## config.mk

```make
export PLATFORM = sky130hd
export DESIGN_NAME = tpps_config_loader
export DESIGN_NICKNAME = d
export VERILOG_FILES = /design/src/rtl/tpps_config_loader.v
export VERILOG_INCLUDE_DIRS = /design/src /design/src/rtl
export SDC_FILE = /design/constraint.sdc
export NUM_CORES = 1
export LEC_CHECK = 0
export BUFFER_PORTS_ARGS = -buffer_cell sky130_fd_sc_hd__buf_2
export CAP_MARGIN = 0
export CORE_MARGIN = 2
export CORE_UTILIZATION = 29
export DETAILED_ROUTE_END_ITERATION = 10
export GPL_ROUTABILITY_DRIVEN = 0
export GPL_TIMING_DRIVEN = 0
export HOLD_SLACK_MARGIN = 0.12
export MAX_ROUTING_LAYER = met4
export PLACE_DENSITY = 0.5
export SYNTH_ARGS = -nofsm -noshare
export SYNTH_HDL_FRONTEND = slang
export SYNTH_SLANG_ARGS = --single-unit
```

## constraint.sdc

```tcl
create_clock -name sys_clk -period 5.6 [get_ports sys_clk]
set_input_delay 1.68 -clock sys_clk [delete_from_list [all_inputs] [get_ports sys_clk]]
set_output_delay 1.68 -clock sys_clk [all_outputs]
set_load 0.005 [all_outputs]
```

## src/rtl/tpps_consts.vh

```
// Constants for the power-up and configuration loader of the transceiver
`ifndef TPPS_CONSTS_VH
`define TPPS_CONSTS_VH

// ****************************************************
// Clock and start-up times
// ****************************************************
`define TPPS_CLK_MHZ        100
`define TPPS_REG_UP_US      10
`define TPPS_VCO_UP_US      1000
`define TPPS_XTAL_UP_US     2000
`define TPPS_AGC_SETTLE_US  150
// Same times in clock cycles, sized to the start-up timer width
`define TPPS_REG_UP_CYC     18'h0_03E8
`define TPPS_VCO_UP_CYC     18'h1_86A0
`define TPPS_XTAL_UP_CYC    18'h3_0D40
`define TPPS_AGC_SETTLE_CYC 18'h0_3A98
`define TPPS_TMR_W          18

// ****************************************************
// Serial word layout
// ****************************************************
`define TPPS_WORD_W         32
`define TPPS_ADDR_MSB       3
`define TPPS_ADDR_W         4
`define TPPS_NUM_LATCH      11
`define TPPS_TXRX_BIT       27
`define TPPS_REG_DIV        4'h0
`define TPPS_REG_OSC        4'h1
`define TPPS_REG_MOD        4'h2
`define TPPS_REG_DEMOD      4'h4
`define TPPS_REG_FILT       4'h6
`define TPPS_TEST_RSSI_WORD 32'h3800_000C

// ****************************************************
// Receiver acquisition
// ****************************************************
`define TPPS_CDR_EDGES      5'h05
`define TPPS_AFC_EDGES      5'h10
`define TPPS_MAX_RUN        3'h6
`define TPPS_RUN_W          3
`define TPPS_EDGE_W         5

`endif

```

## src/rtl/tpps_config_loader.v

```verilog
// Power-up sequencing and serial configuration port of the transceiver
// How it works
// RULE_01: Host waits 2 ms for crystal start
// RULE_02: Host writes only after 10 us regulator
// RULE_03: Word is 32 shift clocks, max 25 MHz
// RULE_04: Oscillator ready after 1 ms, overlapping crystal
// RULE_05: Transmit needs divider, oscillator, modulation words
// RULE_06: Receive also needs demodulator and filter words
// RULE_07: Mode change rewrites divider, flips transmit/receive
// RULE_08: Gain loop settles about 150 us in receive
// RULE_09: Clock recovery locks after five bit transitions
// RULE_10: Frequency loop locks after sixteen transitions
// RULE_11: Far transmitter sends dc-free preamble
// RULE_12: Runs up to six bits tolerated
// RULE_13: Test word routes signal strength to pin; loader only sets test_rssi_route, pin stays on regulator status
// RULE_14: MSB first, latch strobe rise, low nibble address
// RULE_15: Port ignores traffic while enable low
// RULE_16: Host waits longest start-up, then signals done
`timescale 1ns/1ps
`default_nettype none
`include "tpps_consts.vh"

module tpps_config_loader #(
	parameter [`TPPS_TMR_W-1:0] VCO_UP_CYC     = `TPPS_VCO_UP_CYC,
	parameter [`TPPS_TMR_W-1:0] XTAL_UP_CYC    = `TPPS_XTAL_UP_CYC,
	parameter [`TPPS_TMR_W-1:0] AGC_SETTLE_CYC = `TPPS_AGC_SETTLE_CYC
) (
	input  wire                    sys_clk,
	input  wire                    rst,
	input  wire                    chip_enable,
	input  wire                    sclk,
	input  wire                    sdata,
	input  wire                    latch_strobe,
	input  wire                    bit_tick,
	input  wire                    rx_bit,
	output reg                     multiplexed_status_pin,
	output reg                     vco_ready,
	output reg                     xtal_ready,
	output reg                     cfg_valid,
	output reg  [`TPPS_WORD_W-1:0] cfg_word,
	output reg  [`TPPS_ADDR_W-1:0] cfg_addr,
	output reg                     rx_mode,
	output reg                     tx_configured,
	output reg                     rx_configured,
	output reg                     agc_settled,
	output reg                     cdr_locked,
	output reg                     afc_locked,
	output reg                     run_violation,
	output reg                     test_rssi_route
);

	localparam [`TPPS_TMR_W-1:0] REG_UP_CYC = `TPPS_REG_UP_CYC;
	// Timer must run on to the slowest of the three start-up marks
	localparam [`TPPS_TMR_W-1:0] SLOW_UP_CYC =
		(XTAL_UP_CYC > REG_UP_CYC) ? XTAL_UP_CYC : REG_UP_CYC;
	localparam [`TPPS_TMR_W-1:0] UP_LIMIT =
		(VCO_UP_CYC > SLOW_UP_CYC) ? VCO_UP_CYC : SLOW_UP_CYC;

	function [`TPPS_TMR_W-1:0] sat_inc;
		input [`TPPS_TMR_W-1:0] value;
		input [`TPPS_TMR_W-1:0] limit;
		begin
			if (value >= limit)
				sat_inc = limit;
			else
				sat_inc = value + 1'b1;
		end
	endfunction

	// ****************************************************
	// Pin synchronisers
	// ****************************************************
	reg [1:0] ce_sync;
	reg [1:0] sclk_sync;
	reg [1:0] sdata_sync;
	reg [1:0] sle_sync;
	reg       sclk_prev;
	reg       sle_prev;

	always @(posedge sys_clk or posedge rst) begin
		if (rst) begin
			ce_sync    <= 2'h0;
			sclk_sync  <= 2'h0;
			sdata_sync <= 2'h0;
			sle_sync   <= 2'h0;
			sclk_prev  <= 1'b0;
			sle_prev   <= 1'b0;
		end else begin
			ce_sync    <= {ce_sync[0], chip_enable};
			sclk_sync  <= {sclk_sync[0], sclk};
			sdata_sync <= {sdata_sync[0], sdata};
			sle_sync   <= {sle_sync[0], latch_strobe};
			sclk_prev  <= sclk_sync[1];
			sle_prev   <= sle_sync[1];
		end
	end

	wire ce_on     = ce_sync[1];
	wire sclk_rise = sclk_sync[1] & ~sclk_prev;
	wire sle_rise  = sle_sync[1] & ~sle_prev;

	// ****************************************************
	// Start-up timing from enable
	// ****************************************************
	reg  [`TPPS_TMR_W-1:0] up_cnt;
	wire                   reg_up = (up_cnt >= REG_UP_CYC);

	always @(posedge sys_clk or posedge rst) begin
		if (rst) begin
			up_cnt                 <= {`TPPS_TMR_W{1'b0}};
			multiplexed_status_pin <= 1'b0;
			vco_ready              <= 1'b0;
			xtal_ready             <= 1'b0;
		end else if (!ce_on) begin
			up_cnt                 <= {`TPPS_TMR_W{1'b0}};
			multiplexed_status_pin <= 1'b0;
			vco_ready              <= 1'b0;
			xtal_ready             <= 1'b0;
		end else begin
			// One counter serves both oscillators, so they start together
			up_cnt                 <= sat_inc(up_cnt, UP_LIMIT); // RULE_04
			multiplexed_status_pin <= reg_up;
			vco_ready              <= (up_cnt >= VCO_UP_CYC); // RULE_04
			xtal_ready             <= (up_cnt >= XTAL_UP_CYC);
		end
	end

	// ****************************************************
	// Serial shift register and latches
	// ****************************************************
	reg [`TPPS_WORD_W-1:0]    shift;
	reg [`TPPS_NUM_LATCH-1:0] written;
	wire [`TPPS_ADDR_W-1:0]   new_addr = shift[`TPPS_ADDR_MSB:0];
	wire                      port_on  = ce_on & reg_up;
	wire                      take     = port_on & sle_rise;
	wire                      in_map   = (new_addr < `TPPS_NUM_LATCH);
	wire                      is_test  = (shift == `TPPS_TEST_RSSI_WORD);
	wire                      div_take = take & (new_addr == `TPPS_REG_DIV);

	always @(posedge sys_clk or posedge rst) begin
		if (rst) begin
			shift <= {`TPPS_WORD_W{1'b0}};
		end else if (!port_on) begin
			shift <= {`TPPS_WORD_W{1'b0}}; // RULE_15
		end else begin
			if (sclk_rise)
				shift <= {shift[`TPPS_WORD_W-2:0], sdata_sync[1]}; // RULE_14
		end
	end

	always @(posedge sys_clk or posedge rst) begin
		if (rst) begin
			written         <= {`TPPS_NUM_LATCH{1'b0}};
			cfg_valid       <= 1'b0;
			cfg_word        <= {`TPPS_WORD_W{1'b0}};
			cfg_addr        <= {`TPPS_ADDR_W{1'b0}};
			rx_mode         <= 1'b0;
			test_rssi_route <= 1'b0;
			tx_configured   <= 1'b0;
			rx_configured   <= 1'b0;
		end else if (!ce_on) begin
			written         <= {`TPPS_NUM_LATCH{1'b0}};
			cfg_valid       <= 1'b0;
			rx_mode         <= 1'b0;
			test_rssi_route <= 1'b0;
			tx_configured   <= 1'b0;
			rx_configured   <= 1'b0;
		end else begin
			cfg_valid <= take & in_map;
			if (take && in_map) begin
				cfg_word         <= shift;
				cfg_addr         <= new_addr;
				written[new_addr] <= 1'b1;
			end
			if (div_take)
				rx_mode <= ~shift[`TPPS_TXRX_BIT]; // RULE_07
			if (take && is_test)
				test_rssi_route <= 1'b1; // RULE_13
			tx_configured <= written[`TPPS_REG_DIV] & written[`TPPS_REG_OSC]
				& written[`TPPS_REG_MOD]; // RULE_05
			rx_configured <= written[`TPPS_REG_DIV] & written[`TPPS_REG_OSC]
				& written[`TPPS_REG_MOD] & written[`TPPS_REG_DEMOD]
				& written[`TPPS_REG_FILT]; // RULE_06
		end
	end

	// ****************************************************
	// Receive acquisition: gain, clock and frequency loops
	// ****************************************************
	reg  [`TPPS_TMR_W-1:0] agc_cnt;
	reg  [`TPPS_EDGE_W-1:0] edge_cnt;
	reg  [`TPPS_RUN_W-1:0]  run_len;
	reg                     last_bit;
	wire rx_active = rx_mode & rx_configured & xtal_ready & ~div_take;
	wire bit_edge  = bit_tick & (rx_bit != last_bit);

	always @(posedge sys_clk or posedge rst) begin
		if (rst) begin
			agc_cnt       <= {`TPPS_TMR_W{1'b0}};
			agc_settled   <= 1'b0;
			edge_cnt      <= {`TPPS_EDGE_W{1'b0}};
			cdr_locked    <= 1'b0;
			afc_locked    <= 1'b0;
			run_len       <= {`TPPS_RUN_W{1'b0}};
			last_bit      <= 1'b0;
			run_violation <= 1'b0;
		end else if (!rx_active) begin
			// A divider rewrite restarts acquisition on the new channel
			agc_cnt       <= {`TPPS_TMR_W{1'b0}};
			agc_settled   <= 1'b0;
			edge_cnt      <= {`TPPS_EDGE_W{1'b0}};
			cdr_locked    <= 1'b0;
			afc_locked    <= 1'b0;
			run_len       <= {`TPPS_RUN_W{1'b0}};
			run_violation <= 1'b0;
		end else begin
			agc_cnt     <= sat_inc(agc_cnt, AGC_SETTLE_CYC); // RULE_08
			agc_settled <= (agc_cnt >= AGC_SETTLE_CYC); // RULE_08
			if (bit_edge && edge_cnt < `TPPS_AFC_EDGES)
				edge_cnt <= edge_cnt + 1'b1;
			cdr_locked <= (edge_cnt >= `TPPS_CDR_EDGES); // RULE_09
			afc_locked <= (edge_cnt >= `TPPS_AFC_EDGES); // RULE_10
			if (bit_tick) begin
				last_bit <= rx_bit;
				if (bit_edge)
					run_len <= {{(`TPPS_RUN_W-1){1'b0}}, 1'b1};
				else if (run_len < `TPPS_MAX_RUN)
					run_len <= run_len + 1'b1;
				else
					run_violation <= 1'b1; // RULE_12
			end
		end
	end

endmodule
`default_nettype wire

```

==> tab_implementation.tex <==
\begin{tabular}{lr}
\hline
Metric & Value \\
\hline
\multicolumn{2}{l}{\textbf{Drt}} \\
DR vias/cell & 4.69 \\
Detailed-route wire length & roughly 13000 um \\
Number of violations reported at the end of detailed-routing iteration 0 & 317 \\
Routed vias & a little over 4000 \\
TritonRoute pass-1 iters & 4 \\
Post-route DRC violation count & 0 \\
Post-DR wirelength/cell & 14.2 um \\
Post-DRT Antenna Nets & 0 \\
\multicolumn{2}{l}{\textbf{GRT}} \\
Via count of the first global-routing pass & 4318 \\
Gr usage total & 13.1\% \\
Wire length of the first global-routing pass & roughly 22000 um \\
Maximum number of pins on one net before global-route repair & 102 \\
Initial antenna violation count & 0 \\
Total overflow reported by the global router & 0 \\
\multicolumn{2}{l}{\textbf{Finish}} \\
Fraction of layout cells with a size suffix above 1 & 23.2\% \\
Synthesis-to-finish area growth & 20.9\% \\
Fillers & 1975 \\
Inserted Diodes & 0 \\
Leading cell type in the layout, fill and taps excluded & sky130\_fd\_sc\_hd\_\_dfrtp\_1 \\
Utilization after layout & 36.0\% \\
Final-stage net count & 623 \\
Most frequent cells in the layout & sky130\_fd\_sc\_hd\_\_dfrtp\_1 (136), sky130\_fd\_sc\_hd\_\_nand2\_1 (87), sky130\_fd\_sc\_hd\_\_buf\_2 (61) \\
\multicolumn{2}{l}{\textbf{Worst setup path}} \\
Reg2reg start & up\_cnt[10]\$\_DFF\_PP0\_ \\
Crit Path Class & flip-flop to output port \\
Critical path launch point & cfg\_word[3]\$\_DFFE\_PP0P\_ \\
Arrival time at the worst endpoint & 1.09 ns \\
Max FO, Critical Path & 3 \\
Crit end category & output port \\
Startpoint kind of the worst setup timing path & flip-flop \\
Req. time, crit path & 3.92 ns \\
\multicolumn{2}{l}{\textbf{Timing}} \\
Ratio of final minimum period to clock period & about half \\
Clock skew after layout & between 0.008 and 0.009 ns \\
Setup TNS & 0 ns \\
Max-slew violation count & 0 \\
Unrepaired setup endpoints after global routing & false \\
Achievable clock frequency & 0.361 GHz \\
Max-slew headroom at the worst pin & 49.9\% \\
Final Hold Vio Count & 0 \\
Worst-Margin Slew & 0.741 ns \\
Final critical-path required period & $\sim$2.8 ns \\
Endpoints failing setup & 0 \\
Final setup slack of the worst path & between 2 and 3 ns \\
\multicolumn{2}{l}{\textbf{Min path}} \\
Worst min-delay path category & flip-flop to flip-flop \\
Hold path startpoint & sclk\_sync[0]\$\_DFF\_PP0\_ \\
\multicolumn{2}{l}{\textbf{CTS}} \\
Number of hold-repair buffers added at the cts stage & 0 \\
TritonCTS buffer count & 17 \\
Post-cts repair resize count & 0 \\
Buffer depth of the longest clock path & 2 \\
Clock Latency Late Sink & 0.42 ns \\
Clock transition at the register clock pins on the worst setup and hold paths after CTS & approximately 0.060 ns \\
Clock tree from TritonCTS & yes \\
Number of H-tree branching levels & 4 \\
Clock net sink count & between 100 and 150 \\
Total setup buffers inserted after CTS & 0 \\
Clock root buffer & sky130\_fd\_sc\_hd\_\_clkbuf\_16 \\
\multicolumn{2}{l}{\textbf{Floorplanning}} \\
Overall die area & 21300 um2 \\
Number of core rows & 51 \\
Starting utilization of the core area & 29.8\% \\
Count of boundary I/O pins & 56 \\
Die outline width & 146 um \\
Vert. Die Dim & 146 um \\
Area of the placeable core & 19600 um2 \\
\multicolumn{2}{l}{\textbf{Run}} \\
Max Cap Violations & 0 \\
\multicolumn{2}{l}{\textbf{Placement}} \\
\# port buffers & 55 \\
Detailed placer's ending HPWL & 8480 um \\
Pre-CTS WS & 2.73 ns \\
\multicolumn{2}{l}{\textbf{Synth}} \\
Proportion of synthesized area in mux cells & 6.05\% \\
Post-synthesis instance area & 5830 um2 \\
Share of synthesized cell area in full adder, half adder and majority cells & 1.50\% \\
Post-synth ARST share & 100\% \\
Number of storage elements in the synthesis netlist & 136 \\
Sequential-to-total area share from yosys stat & between 50 and 60\% \\
Post-synthesis average cell area & 11.0 um2 \\
Number of standard cells after synthesis & 530 \\
Warnings from Yosys & 0 \\
Dominant synthesized flop cell & sky130\_fd\_sc\_hd\_\_dfrtp\_1 \\
Basic-gate share of the synthesized area counting and, or, nand and nor cells & 16.4\% \\
Fraction of synthesized cell area in xor and xnor cells & 4.05\% \\
Number of synthesized flops with an enable pin & 0 \\
Compound-cell area share of the yosys netlist & 9.59\% \\
Largest family of logic cells by synthesized area & simple AND/OR/NAND/NOR gates \\
Distinct cell type count of the synthesized netlist & 51 \\
\multicolumn{2}{l}{\textbf{Pwr}} \\
Worst supply voltage drop on vdd & between 0.15 and 0.2 mV \\
Power density over cell area & 302 nW/um2 \\
Leakage power & approximately 0.0032 uW \\
\multicolumn{2}{l}{\textbf{Status}} \\
Result of the run & finished, final reports clean \\
\hline
\end{tabular}
==> power breakdown <==
group	total, uW	internal, uW	switching [uW]
Combinational	51.8	11.8	40.0
Clock	1080	619	462
Sequential	993	989	3.74
Total	2130	1620	505
==> worst max-delay path, stage by stage, from the launching register on <==
cell and delay, ns:
sky130_fd_sc_hd__dfrtp_1 0.41, sky130_fd_sc_hd__buf_4 0.14, sky130_fd_sc_hd__buf_2 0.11
==> through the flow <==
stage / hold slack (ns) / instance area [um2] / power, uW / cells
finish: 0.348 / 7050 / 2130 / 886
global route: 0.359 / 7050 / 2220 / 886
detailed placement: 0.336 / 6480 / 1070 / 854
floorplan: 0.331 / 5840 / 1050 / 533
global placement: 0.337 / 6450 / 1060 / 853
CTS: 0.350 / 7050 / 2160 / 886
==> kinds of logic after synthesis <==
group                      Yosys count
DFF                                136
AOI/OAI and AO/OA                   91
other                                1
muxes                               31
and+or+nand+nor                    192
adders and majority gates            7
buffers and inverters               45
xor gates and xnor gates            27
==> worst paths after layout <==
check | slack, ns | cells after the start | to
worst min register to register | 0.35 | 0 | sclk_sync[1]$_DFF_PP0_
worst max register to register | 3.59 | 5 | cfg_word[27]$_DFFE_PP0P_
max in group asynchronous | 3.56 | 3 | cfg_word[1]$_DFFE_PP0P_
worst min-delay path | 0.35 | 0 | sclk_sync[1]$_DFF_PP0_
min in group asynchronous | 1.24 | 2 | cfg_word[24]$_DFFE_PP0P_
worst max-delay path | 2.83 | 2 | cfg_word[3]
==> per-layer routing <==
metal / share of wire [%] / global-route usage, % / routed length (um)
met1: 46 / 16.3 / 5820
met2: 47 / 19.9 / 5930
met3: 4.8 / 4.01 / 598
met4: 1.6 / 5.20 / 206
met5: 0 / - / 0
==> sequential cells by signal, summed over array words and instances (netlist names), 2 cells and up <==
name / count
sle_sync: 2
edge_cnt: 5
run_len: 3
sdata_sync: 2
agc_cnt: 18
ce_sync: 2
shift: 32
written: 5
sclk_sync: 2
up_cnt: 18
cfg_word: 32
==> synth_stat cells (12+ instances only) <==
cell type                  count  area share [%]
sky130_fd_sc_hd__dfrtp_1     136              58
sky130_fd_sc_hd__nand2_1      87             5.6
sky130_fd_sc_hd__a21oi_1      48             4.1
sky130_fd_sc_hd__mux2_2       30             5.8
sky130_fd_sc_hd__nor3_1       20             1.7
sky130_fd_sc_hd__xnor2_1      18             2.7
sky130_fd_sc_hd__inv_1        16             1.0
sky130_fd_sc_hd__nor2_1       14            0.90
sky130_fd_sc_hd__clkbuf_1     13            0.84
sky130_fd_sc_hd__nand3_1      13             1.1
sky130_fd_sc_hd__nor4_1       12             1.3
sky130_fd_sc_hd__o21ai_0      12             1.0
==> cell type report <==
cell class              count  area [um2]  share of cell area (%)
clock buffers              17         425                    6.03
multi-input cells         352        2210                    31.3
flip-flops and latches    136        3400                    48.3
clock inverters            15         141                    2.01
repair buffers             56         303                    4.29
plain buffers              29         173                    2.45
inverters                  16        65.1                   0.923
well taps                 265         332                    4.70
Note: power is estimated with default switching activity, not from simulation.
